File: src/hdl/boot_strap_map.svh
// offsets, fields, reset values and timing counts of the strap sampler
`ifndef BOOT_STRAP_MAP_SVH
`define BOOT_STRAP_MAP_SVH

`define BSS_OFF_SWAP_CTRL    12'h0dc
`define BSS_OFF_STRAP_STAT   12'h0e0
`define BSS_OFF_SOFT_STRAP   12'h0e4
`define BSS_OFF_FLASH_DATA   12'h0e8
`define BSS_BIT_SWAP         4
`define BSS_BIT_NOREBOOT     0
`define BSS_BIT_ENCRYPT      1
`define BSS_BIT_SOFT_DONE    2
`define BSS_BIT_ME_RST       3
`define BSS_BIT_HOST_RST     4
`define BSS_FLD_BLK_LO       0
`define BSS_FLD_BLK_HI       1
`define BSS_RST_SWAP         1'b0
`define BSS_RST_NOREBOOT     1'b0
`define BSS_RST_ENCRYPT      1'b0
`define BSS_RST_BLK_SIZE     2'h0
`define BSS_PCI_CLK_NS       30
`define BSS_SETUP_PCI_CLKS   4
`define BSS_CLK_NS           4
`define BSS_SETUP_CYCLES     ((`BSS_SETUP_PCI_CLKS * `BSS_PCI_CLK_NS + `BSS_CLK_NS - 1) / `BSS_CLK_NS)
`define BSS_A16              5'h10
`define BSS_UPPER_MASK       32'hfffe_0000

`endif

File: src/hdl/boot_strap_pkg.sv
// types shared by the strap sampler files
package boot_strap_pkg;
    typedef enum logic [1:0] {
        SOFT_IDLE  = 2'b00,
        SOFT_FETCH = 2'b01,
        SOFT_DONE  = 2'b10
    } soft_state_t;

    typedef struct packed {
        logic       swap;
        logic       noreboot;
        logic       encrypt;
        logic [1:0] blk_size;
    } straps_t;

    typedef struct packed {
        logic        req;
        logic [31:0] addr;
    } flash_req_t;
endpackage : boot_strap_pkg

File: src/hdl/boot_strap_sampler.sv
// strap sampler top: straps, soft strap fetch, swap address logic, axi4-lite regs
`timescale 1ns/1ps
`include "boot_strap_map.svh"
module boot_strap_sampler (
    input  wire logic        clk_sys,
    input  wire logic        rst,
    input  wire logic        resume_well_reset_n,
    input  wire logic        core_power_good,
    input  wire logic        speaker_swap_strap_pin,
    input  wire logic        noreboot_strap_pin,
    input  wire logic        encrypt_strap_pin,
    output logic             speaker_swap_pd_en,
    output logic             noreboot_pd_en,
    output logic             encrypt_pd_en,
    output logic             flash_rd_req,
    output logic [31:0]      flash_rd_addr,
    input  wire logic        flash_rd_valid,
    input  wire logic [31:0] flash_rd_data,
    input  wire logic [31:0] fetch_addr_in,
    input  wire logic        fetch_is_hub,
    output logic [31:0]      fetch_addr_out,
    output logic             me_reset_n,
    output logic             host_reset_n,
    output logic             watchdog_reboot_en,
    output logic             encrypt_suite_en,
    input  wire logic [11:0] s_axi_awaddr,
    input  wire logic        s_axi_awvalid,
    output logic             s_axi_awready,
    input  wire logic [31:0] s_axi_wdata,
    input  wire logic [3:0]  s_axi_wstrb,
    input  wire logic        s_axi_wvalid,
    output logic             s_axi_wready,
    output logic [1:0]       s_axi_bresp,
    output logic             s_axi_bvalid,
    input  wire logic        s_axi_bready,
    input  wire logic [11:0] s_axi_araddr,
    input  wire logic        s_axi_arvalid,
    output logic             s_axi_arready,
    output logic [31:0]      s_axi_rdata,
    output logic [1:0]       s_axi_rresp,
    output logic             s_axi_rvalid,
    input  wire logic        s_axi_rready
);
    parameter logic [31:0] SOFT_STRAP_ADDR = 32'h0000_0100;

    boot_strap_pkg::straps_t     straps;
    boot_strap_pkg::soft_state_t soft_state;
    logic [1:0]  rsm_sync;
    logic [1:0]  pwr_sync;
    logic        swap_pin_val;
    logic        noreboot_val;
    logic        encrypt_val;
    logic        swap_sw;
    logic [31:0] soft_word;
    logic        soft_done;
    logic [11:0] aw_addr;
    logic        aw_have;
    logic [31:0] w_data;
    logic [3:0]  w_strb;
    logic        w_have;
    logic        wr_go;

    // qualifiers are async pins: two flops before any logic; latches find the edge
    always_ff @(posedge clk_sys) begin
        if (rst) begin
            rsm_sync <= 2'h0;
            pwr_sync <= 2'h0;
        end else begin
            rsm_sync <= {rsm_sync[0], resume_well_reset_n};
            pwr_sync <= {pwr_sync[0], core_power_good};
        end
    end

    strap_pin_latch u_swap (
        .clk_sys     (clk_sys),
        .rst         (rst),
        .pin         (speaker_swap_strap_pin),
        .qual_sync   (pwr_sync[1]),
        .default_val (`BSS_RST_SWAP),
        .value       (swap_pin_val),
        .pulldown_en (speaker_swap_pd_en)
    );
    strap_pin_latch u_noreboot (
        .clk_sys     (clk_sys),
        .rst         (rst),
        .pin         (noreboot_strap_pin),
        .qual_sync   (pwr_sync[1]),
        .default_val (`BSS_RST_NOREBOOT),
        .value       (noreboot_val),
        .pulldown_en (noreboot_pd_en)
    );
    strap_pin_latch u_encrypt (
        .clk_sys     (clk_sys),
        .rst         (rst),
        .pin         (encrypt_strap_pin),
        .qual_sync   (rsm_sync[1]),
        .default_val (`BSS_RST_ENCRYPT),
        .value       (encrypt_val),
        .pulldown_en (encrypt_pd_en)
    );

    // one driver for the whole struct rather than one per field
    assign straps = '{swap:     swap_pin_val | swap_sw,
                      noreboot: noreboot_val,
                      encrypt:  encrypt_val,
                      blk_size: soft_word[`BSS_FLD_BLK_HI:`BSS_FLD_BLK_LO]};
    assign watchdog_reboot_en = !straps.noreboot;
    assign encrypt_suite_en   = straps.encrypt;

    // soft strap fetch after resume reset; core resets held until it completes
    always_ff @(posedge clk_sys) begin
        if (rst || !rsm_sync[1]) begin
            soft_state   <= boot_strap_pkg::SOFT_IDLE;
            soft_word    <= 32'h0000_0000;
            flash_rd_req <= 1'b0;
        end else begin
            unique case (soft_state)
                boot_strap_pkg::SOFT_IDLE: begin
                    flash_rd_req <= 1'b1;
                    soft_state   <= boot_strap_pkg::SOFT_FETCH;
                end
                boot_strap_pkg::SOFT_FETCH: begin
                    if (flash_rd_valid) begin
                        flash_rd_req <= 1'b0;
                        soft_word    <= flash_rd_data;
                        soft_state   <= boot_strap_pkg::SOFT_DONE;
                    end
                end
                boot_strap_pkg::SOFT_DONE: begin
                    flash_rd_req <= 1'b0;
                end
                default: soft_state <= boot_strap_pkg::SOFT_IDLE;
            endcase
        end
    end
    assign flash_rd_addr   = SOFT_STRAP_ADDR;
    assign soft_done       = (soft_state == boot_strap_pkg::SOFT_DONE);

    always_ff @(posedge clk_sys) begin
        if (rst) begin
            me_reset_n   <= 1'b0;
            host_reset_n <= 1'b0;
        end else begin
            me_reset_n   <= soft_done;
            host_reset_n <= soft_done && pwr_sync[1];
        end
    end

    // chooses a16/a17/a18 and inverts it for upper-block hub or flash fetches
    function automatic logic [31:0] swap_addr(input logic [31:0] a,
                                              input logic [1:0]  blk);
        logic [4:0] bitpos;
        bitpos = `BSS_A16 + ((blk > 2'h2) ? 5'h2 : {3'h0, blk});
        swap_addr = a ^ (32'h1 << bitpos);
    endfunction : swap_addr

    always_ff @(posedge clk_sys) begin
        if (rst)
            fetch_addr_out <= 32'h0000_0000;
        else if (straps.swap && (!fetch_is_hub ||
                 ((fetch_addr_in & `BSS_UPPER_MASK) == `BSS_UPPER_MASK)))
            fetch_addr_out <= swap_addr(fetch_addr_in, straps.blk_size);
        else
            fetch_addr_out <= fetch_addr_in;
    end

    // axi4-lite write side: address and data taken in either order
    assign s_axi_awready = !aw_have && !s_axi_bvalid;
    assign s_axi_wready  = !w_have && !s_axi_bvalid;
    assign wr_go         = aw_have && w_have && !s_axi_bvalid;

    always_ff @(posedge clk_sys) begin
        if (rst) begin
            aw_have <= 1'b0;
            w_have  <= 1'b0;
            aw_addr <= 12'h000;
            w_data  <= 32'h0000_0000;
            w_strb  <= 4'h0;
        end else begin
            if (s_axi_awvalid && s_axi_awready) begin
                aw_have <= 1'b1;
                aw_addr <= s_axi_awaddr;
            end else if (wr_go) begin
                aw_have <= 1'b0;
            end
            if (s_axi_wvalid && s_axi_wready) begin
                w_have <= 1'b1;
                w_data <= s_axi_wdata;
                w_strb <= s_axi_wstrb;
            end else if (wr_go) begin
                w_have <= 1'b0;
            end
        end
    end

    always_ff @(posedge clk_sys) begin
        if (rst) begin
            s_axi_bvalid <= 1'b0;
            s_axi_bresp  <= 2'b00;
        end else if (wr_go) begin
            s_axi_bvalid <= 1'b1;
            s_axi_bresp  <= (aw_addr[11:2] == `BSS_OFF_SWAP_CTRL >> 2) ? 2'b00 : 2'b10;
        end else if (s_axi_bready) begin
            s_axi_bvalid <= 1'b0;
        end
    end

    // software may set swap; a strap-set swap stays until power-good drops
    always_ff @(posedge clk_sys) begin
        if (rst || !pwr_sync[1])
            swap_sw <= `BSS_RST_SWAP;
        else if (wr_go && aw_addr[11:2] == `BSS_OFF_SWAP_CTRL >> 2 && w_strb[0])
            swap_sw <= w_data[`BSS_BIT_SWAP];
    end

    function automatic logic [31:0] reg_read(input logic [11:0] a);
        reg_read = 32'h0000_0000;
        unique case (a[11:2])
            10'(`BSS_OFF_SWAP_CTRL >> 2):
                reg_read[`BSS_BIT_SWAP] = straps.swap;
            10'(`BSS_OFF_STRAP_STAT >> 2): begin
                reg_read[`BSS_BIT_NOREBOOT]  = straps.noreboot;
                reg_read[`BSS_BIT_ENCRYPT]   = straps.encrypt;
                reg_read[`BSS_BIT_SOFT_DONE] = soft_done;
                reg_read[`BSS_BIT_ME_RST]    = me_reset_n;
                reg_read[`BSS_BIT_HOST_RST]  = host_reset_n;
            end
            10'(`BSS_OFF_SOFT_STRAP >> 2):
                reg_read[1:0] = straps.blk_size;
            10'(`BSS_OFF_FLASH_DATA >> 2):
                reg_read = soft_word;
            default: reg_read = 32'h0000_0000;
        endcase
    endfunction : reg_read

    function automatic logic mapped(input logic [11:0] a);
        mapped = (a[11:2] >= 10'(`BSS_OFF_SWAP_CTRL >> 2)) &&
                 (a[11:2] <= 10'(`BSS_OFF_FLASH_DATA >> 2));
    endfunction : mapped

    assign s_axi_arready = !s_axi_rvalid;

    always_ff @(posedge clk_sys) begin
        if (rst) begin
            s_axi_rvalid <= 1'b0;
            s_axi_rdata  <= 32'h0000_0000;
            s_axi_rresp  <= 2'b00;
        end else if (s_axi_arvalid && s_axi_arready) begin
            s_axi_rvalid <= 1'b1;
            s_axi_rdata  <= reg_read(s_axi_araddr);
            s_axi_rresp  <= mapped(s_axi_araddr) ? 2'b00 : 2'b10;
        end else if (s_axi_rready) begin
            s_axi_rvalid <= 1'b0;
        end
    end

    a_swap_sticky:
        assert property (@(posedge clk_sys) disable iff (rst)
            (swap_pin_val && pwr_sync[1]) |=> straps.swap)
        else $error("strap swap cleared before reboot");

    a_reset_order:
        assert property (@(posedge clk_sys) disable iff (rst)
            (me_reset_n || host_reset_n) |-> $past(soft_done))
        else $error("reset released before soft straps read");

    a_noreboot_map:
        assert property (@(posedge clk_sys) disable iff (rst)
            !pwr_sync[1] |=> watchdog_reboot_en)
        else $error("watchdog reboot not back to default");

    a_swap_invert:
        assert property (@(posedge clk_sys) disable iff (rst)
            (straps.swap && !fetch_is_hub && straps.blk_size == 2'h0)
            |=> (fetch_addr_out[16] != $past(fetch_addr_in[16])))
        else $error("a16 not inverted in swap mode");

    a_no_swap_pass:
        assert property (@(posedge clk_sys) disable iff (rst)
            !straps.swap |=> (fetch_addr_out == $past(fetch_addr_in)))
        else $error("address changed with swap off");
endmodule : boot_strap_sampler

File: src/hdl/strap_pin_latch.sv
// one strap pin: sync, qualifier edge capture and weak pull-down control
`timescale 1ns/1ps
`include "boot_strap_map.svh"
module strap_pin_latch (
    input  wire logic clk_sys,
    input  wire logic rst,
    input  wire logic pin,
    input  wire logic qual_sync,
    input  wire logic default_val,
    output logic      value,
    output logic      pulldown_en
);
    logic       pin_meta;
    logic       pin_sync;
    logic       qual_d;
    logic [7:0] stable_cnt;
    logic       setup_ok;

    always_ff @(posedge clk_sys) begin
        if (rst) begin
            pin_meta <= 1'b0;
            pin_sync <= 1'b0;
        end else begin
            pin_meta <= pin;
            pin_sync <= pin_meta;
        end
    end

    // counts cycles since the pin last differed from value with the qualifier low, only a hint for the setup window
    always_ff @(posedge clk_sys) begin
        if (rst) begin
            qual_d     <= 1'b0;
            stable_cnt <= 8'h00;
        end else begin
            qual_d <= qual_sync;
            if (pin_sync != value && !qual_sync)
                stable_cnt <= 8'h00;
            else if (stable_cnt != 8'hff)
                stable_cnt <= stable_cnt + 8'h01;
        end
    end
    assign setup_ok = (stable_cnt >= 8'(`BSS_SETUP_CYCLES));

    always_ff @(posedge clk_sys) begin
        if (rst) begin
            value <= 1'b0;
        end else if (!qual_sync) begin
            value <= default_val;
        end else if (!qual_d) begin
            value <= pin_sync;
        end
    end

    // pull-down only while the qualifier is low; released after it rises
    always_ff @(posedge clk_sys) begin
        if (rst)
            pulldown_en <= 1'b1;
        else
            pulldown_en <= !qual_sync;
    end

    a_hold_after_edge:
        assert property (@(posedge clk_sys) disable iff (rst)
            (qual_d && qual_sync) |=> (value == $past(value)))
        else $error("strap value moved while qualifier high");

    a_capture_edge:
        assert property (@(posedge clk_sys) disable iff (rst)
            (qual_sync && !qual_d) |=> (value == $past(pin_sync)))
        else $error("strap value not taken at qualifier edge");

    a_pull_release:
        assert property (@(posedge clk_sys) disable iff (rst)
            (qual_sync ##1 qual_sync) |-> !pulldown_en)
        else $error("pull-down still on after qualifier rose");

    wire unused_ok = setup_ok;
endmodule : strap_pin_latch
File: config.mk
export PLATFORM = sky130hd
export DESIGN_NAME = boot_strap_sampler
export DESIGN_NICKNAME = d
export VERILOG_FILES = /design/src/hdl/boot_strap_pkg.sv /design/src/hdl/boot_strap_sampler.sv /design/src/hdl/strap_pin_latch.sv
export VERILOG_INCLUDE_DIRS = /design/src /design/src/hdl
export SDC_FILE = /design/constraint.sdc
export NUM_CORES = 1
export LEC_CHECK = 0
export BUFFER_PORTS_ARGS = -buffer_cell sky130_fd_sc_hd__buf_4
export CAP_MARGIN = 20
export CORE_MARGIN = 5
export CORE_UTILIZATION = 49
export DETAILED_ROUTE_END_ITERATION = 8
export PLACE_DENSITY = 0.91
export SETUP_SLACK_MARGIN = 0.02
export SLEW_MARGIN = 40
export SYNTH_ARGS = -nofsm -noshare
export SYNTH_HDL_FRONTEND = slang
export SYNTH_SLANG_ARGS = --single-unit
File: constraint.sdc
create_clock -name clk_sys -period 4.1 [get_ports clk_sys]
set_clock_uncertainty 0.05 [all_clocks]
set_input_delay 0.615 -clock clk_sys [delete_from_list [all_inputs] [get_ports clk_sys]]
set_output_delay 0.615 -clock clk_sys [all_outputs]
set_load 0.01 [all_outputs]
==> results of run 1 <==
state kept, by name (all words and copies together), names as in the netlist, 2 cells and up:
signal,cells
fetch_addr_out,32
aw_addr,10
pwr_sync,2
rsm_sync,2
soft_word,32
s_axi_rdata,32
soft_state,2
synth_stat cells, types with 3 or more instances:
library cell / number
nand2_1: 91
a22o_2: 19
nor2_1: 20
o21ai_0: 6
a21oi_1: 52
and2_1: 5
ha_1: 5
mux2_2: 4
buf_4: 35
buf_1: 4
a22o_1: 8
nor3_1: 3
clkbuf_1: 19
nor4_1: 4
nand4_1: 3
inv_1: 8
mux2i_1: 6
nor2b_1: 44
nand3_1: 4
dfxtp_1: 137
nand2b_1: 8
power by group:
group | internal, mW | switching [mW]
logic | 0.121 | 0.111
clock network | 0.867 | 0.562
registers | 1.37 | 0.0162
total | 2.36 | 0.689
per-layer routing:
metal	vias up	GRT usage
met5	-	0
met4	0	0.0706
met3	23	0.0684
met2	143	0.346
met1	1828	0.204
li1	1970	-
worst reg2reg max path, stage by stage (launching register included):
cell and delay [ns]:
dfxtp_1 0.34, nor2b_1 0.61, and4b_2 0.73, a22o_1 0.24
kinds of logic after synthesis:
group / after synthesis
simple gates: 192
flops: 137
compound gates: 94
buf+inv: 71
mux: 10
fa+ha+maj: 5
other cells: 2
xor+xnor: 1
worst paths after layout:
path / start / to / slack [ns] / cells after the start
min: fetch_addr_in[13] / fetch_addr_out[13] / 0.27 / 2
max: s_axi_rvalid / s_axi_rdata[5] / 2.08 / 3
min reg2reg: u_noreboot.pin_meta / u_noreboot.pin_sync / 0.39 / 1
max reg2reg: s_axi_rvalid / s_axi_rdata[5] / 2.08 / 3
area by class of cell:
cell class | instances | area share
clock inverters | 14 | 0.0221
flip-flops and latches | 137 | 0.407
inverters | 8 | 0.00445
repair buffers | 179 | 0.199
clock buffers | 18 | 0.0620
multi-input cells | 336 | 0.281
well taps | 133 | 0.0247
stage by stage:
stage	setup slack, ns	power, mW
after floorplan	2.05	1.54
after global placement	1.31	1.64
after detailed placement	1.60	1.64
after CTS	2.05	3.07
after global routing	1.92	3.16
final	2.08	3.05
==> flow_summary.json, run 1 <==
{
  "path_cells": "nor2b_1 -> and4b_2 -> a22o_1",
  "hold_viol_final": 0,
  "wl_met3_um": 857,
  "ctsResizeCount": 0,
  "timing.max_cap.violations": 0,
  "arrival_ns": 2.42,
  "grt_max_degree": 73,
  "met1Wirelength_um": 4630,
  "synth_edf_count": 0,
  "dpl-instance-area_um2": 6170,
  "clk_pin_slew_worst_paths_ns": 0.06,
  "endpoint_kind": "register",
  "core_um2": 9820,
  "drv_slew": 0,
  "synth_cell_types": 42,
  "synth_top_family_by_area": "simple AND/OR/NAND/NOR gates",
  "wire_per_inst_um": 14.5,
  "stdcell_area_um2": 6740,
  "regArea_um2": 2740,
  "die_y_um": 110,
  "p_leak_nw": 2.89,
  "antenna_found_initial": 0,
  "ir_drop_uv": 308,
  "cts_tree": "yes",
  "netlist_area_um2": 4940,
  "hpwl_um": 8840,
  "postLayoutCoreUtil": 0.687,
  "max_freq_mhz": 494,
  "diodes": 0,
  "async_flop_share": 0,
  "grt_usage": 0.192,
  "grt_pass1_wl_um": 19300,
  "synth_top_flop_cell": "dfxtp_1",
  "hold_path_class": "in2reg",
  "drtIter0Drc": 160,
  "syn_inst": 512,
  "gp_congestion": 0.763,
  "synth_area_leader_cell": "dfxtp_1",
  "dp.cells": 793,
  "die-area_um2": 12200,
  "max-slew-margin-rel": 0.493,
  "cts-root-buf": "clkbuf_8",
  "synth_xor_area_frac": 0.00177,
  "p_per_area_nw_per_um2": 452,
  "finalNetCount": 822,
  "postCtsHoldBufs": 0,
  "wl_um": 11900,
  "cts.path.max_buffers": 2,
  "setup_tns_ns": 0,
  "synth_mux_area_frac": 0.0213,
  "htree_num_levels": 4,
  "critPathRequiredTime_ns": 4.49,
  "yosys_warnings": 0,
  "synthAdderAreaFrac": 0.0127,
  "syn_to_final_growth_pct": 36.4,
  "wl_met2_um": 6210,
  "setup_viol": 0,
  "layout_common_cells": "buf_4 (179), dfxtp_1 (137), nand2_1 (90)",
  "cpPeakStageDelay_ns": 0.72,
  "final_common_cell": "buf_4",
  "finalCritPeriodShare": 0.494,
  "die_w_um": 110,
  "synth_compound_area_frac": 0.127,
  "drc": 0,
  "crit_type": "reg2reg",
  "fillers": 734,
  "grt_pass1_vias": 4115,
  "timing.final.crit_period_ns": 2.02,
  "final_cells": 825,
  "overflow": 0,
  "cp-start-kind": "register",
  "ys_ff_latch": 137,
  "num_rows": 36,
  "path_buf_inv": 0,
  "avgViaCountPerCell": 4.80,
  "io_pins": 251,
  "top_layer": "met4",
  "ys_top_cells_by_area": "dfxtp_1 (55%), nand2_1 (6.9%), nor2b_1 (5.6%), buf_4 (5.3%), a21oi_1 (5.3%)",
  "rsz0062_at_grt": "no",
  "clk_latency_ns": 0.50,
  "critical_path.top_delay_family": "simple AND/OR/NAND/NOR gates",
  "vias": 3964,
  "post_cts_buffers": 0,
  "drive_above_1_share": 0.350,
  "status": "finished clean",
  "synth_top_cell_area_share": 0.555,
  "hold_slack_ns": 0.270,
  "port_buffers": 178,
  "clock-sinks": 137,
  "cts_buffers": 17,
  "synthSimpleGateAreaFrac": 0.192,
  "syn-mean-instance-area_um2": 9.65,
  "dr.pass1.iters": 4,
  "worst_pin_slew_ns": 0.759,
  "ys_seq_area_frac": 0.555,
  "crit_slowest_cell": "and4b_2",
  "multi_input_area_um2": 1890,
  "drtAntennaViolNets": 0,
  "initial_core_util": 0.503,
  "path_max_fanout": 27
}
(Power assumes the default switching activity.)
==> run 2: changes to the inputs <==
--- a/config.mk
+++ b/config.mk
@@ -9,9 +9,9 @@
 export BUFFER_PORTS_ARGS = -buffer_cell sky130_fd_sc_hd__buf_4
 export CAP_MARGIN = 20
 export CORE_MARGIN = 5
-export CORE_UTILIZATION = 49
+export CORE_UTILIZATION = 41
 export DETAILED_ROUTE_END_ITERATION = 8
-export PLACE_DENSITY = 0.91
+export PLACE_DENSITY = 0.82
 export SETUP_SLACK_MARGIN = 0.02
 export SLEW_MARGIN = 40
 export SYNTH_ARGS = -nofsm -noshare
==> constraint.sdc (replaced) <==
create_clock -name clk_sys -period 1.7 [get_ports clk_sys]
set_clock_uncertainty 0.05 [all_clocks]
set_input_delay 0.255 -clock clk_sys [delete_from_list [all_inputs] [get_ports clk_sys]]
set_output_delay 0.255 -clock clk_sys [all_outputs]
set_load 0.01 [all_outputs]
==> flow_summary.json, run 2 (same netlist as run 1, synthesis figures left out) <==
{
  "dpl-instance-area_um2": 6350,
  "setup_viol": 0,
  "final_common_cell": "buf_4",
  "drive_above_1_share": 0.352,
  "avgViaCountPerCell": 4.68,
  "crit_type": "reg2reg",
  "crit_slowest_cell": "or4b_4",
  "grt_util_met3": 0.0679,
  "fillers": 967,
  "rsz0062_at_grt": "no",
  "cp-start-kind": "register",
  "htree_num_levels": 4,
  "status": "finished clean",
  "wire_per_inst_um": 14.4,
  "syn_to_final_growth_pct": 45.7,
  "drtIter0Drc": 232,
  "clock-sinks": 137,
  "drtAntennaViolNets": 0,
  "hold_path_class": "in2reg",
  "seq_power_share": 0.419,
  "die-area_um2": 14300,
  "vias": 4092,
  "regArea_um2": 2740,
  "ir_drop_uv": 654,
  "port_buffers": 178,
  "layout_common_cells": "buf_4 (194), dfxtp_1 (137), nand2_1 (91)",
  "antenna_found_initial": 0,
  "timing.max_cap.violations": 0,
  "p_leak_nw": 3.13,
  "grt_pass1_vias": 4147,
  "clk_latency_ns": 0.42,
  "switching_share": 0.207,
  "ff2ff_setup_slack_ns": 0.12,
  "p_switching_mw": 1.65,
  "endpoint_kind": "register",
  "initial_core_util": 0.415,
  "die_w_um": 120,
  "grt_max_degree": 45,
  "finalCritPeriodShare": 0.927,
  "timing.final.crit_period_ns": 1.58,
  "fin_total_pwr_mw": 7.97,
  "drc": 0,
  "io_pins": 251,
  "hold_viol_final": 0,
  "cpPeakStageDelay_ns": 0.56,
  "max_freq_mhz": 634,
  "diodes": 0,
  "clk_pin_slew_worst_paths_ns": 0.06,
  "post_cts_buffers": 0,
  "core_um2": 11900,
  "final_cells": 875,
  "p_per_area_nw_per_um2": 1110,
  "cts.path.max_buffers": 2,
  "stdcell_area_um2": 7200,
  "dp.cells": 824,
  "busiest_layer": "met2",
  "drv_slew": 0,
  "postLayoutCoreUtil": 0.605,
  "hpwl_um": 9260,
  "num_rows": 40,
  "cts-root-buf": "clkbuf_16",
  "worst_pin_slew_ns": 0.645,
  "timing.rr.start": "aw_addr[8]",
  "cts_tree": "yes",
  "path_max_fanout": 3,
  "cp-startpoint": "aw_addr[8]",
  "p_int_mw": 6.32,
  "hold_start": "fetch_addr_in[8]",
  "top_regs": "fetch_addr_out: 32 flops, s_axi_rdata: 32 flops, soft_word: 32 flops",
  "use_met1": 0.190,
  "hold_slack_ns": 0.0148,
  "grt_usage": 0.176,
  "grtUsageMet2": 0.298,
  "max-slew-margin-rel": 0.569,
  "wl_um": 12600,
  "cts_buffers": 17,
  "dr.pass1.iters": 4,
  "die_y_um": 120,
  "arrival_ns": 1.83,
  "grt_pass1_wl_um": 19900,
  "power_frac_comb": 0.078,
  "critPathRequiredTime_ns": 1.95,
  "gp_congestion": 0.779,
  "multi_input_area_um2": 1910,
  "clock_power_share": 0.503,
  "path_cells": "or4b_4 -> nor4_4 -> a21bo_2 -> a21oi_1",
  "finalNetCount": 858,
  "overflow": 0
}
run 2: final timing paths:
check                            to  cells after the start
setup / recovery            swap_sw                      4
hold / removal    fetch_addr_out[8]                      2
setup reg to reg            swap_sw                      4
hold reg to reg         rsm_sync[1]                      1
run 2: what timing repair did:
action | 4_1_cts | 5_1_grt
hold endpoints to repair | 19 | 0
hold buffers | 19 | 0
gates resized for setup | 1 | 1
setup endpoints to repair | 2 | 1
pin swaps | 1 | 1
run 2: routing by layer:
layer	vias to the layer above	wire length, µm
met5	-	0
met4	0	382
met1	1858	4880
li1	2041	-
met2	167	6320
met3	26	1020
run 2: critical path: cells and delay by family (launching register included):
| kind | cells | cell delay, ns |
|---|---|---|
| AND/OR/NAND/NOR | 2 | 0.88 |
| flip-flops | 1 | 0.32 |
| AO/OA/AOI/OAI | 2 | 0.22 |
run 2: power groups by stage:
stage | Clock [mW] | Combinational [mW] | Sequential, mW
after global routing | 4.25 | 0.682 | 3.35
after floorplan | 0 | 0.282 | 3.43
after CTS | 4.09 | 0.621 | 3.34
after global placement | 0 | 0.564 | 3.40
after detailed placement | 0 | 0.582 | 3.41
final | 4.01 | 0.622 | 3.34
run 2: area by class of cell:
cell class              instances  share of cell area
clock buffers                  21              0.0639
flip-flops and latches        137               0.381
inverters                       8             0.00417
repair buffers                215               0.234
well taps                     147              0.0255
multi-input cells             336               0.265
clock inverters                11              0.0269
run 2: stage by stage:
| stage | worst slack (ns) | TNS, ns |
|---|---|---|
| 5_1_grt | 0.0481 | 0 |
| 4_1_cts | 0.0530 | 0 |
| 6_report | 0.124 | 0 |
| 3_5_place_dp | -0.172 | -3.26 |
| 3_3_place_gp | -0.100 | -2.33 |
| 2_1_floorplan | 0.0618 | 0 |
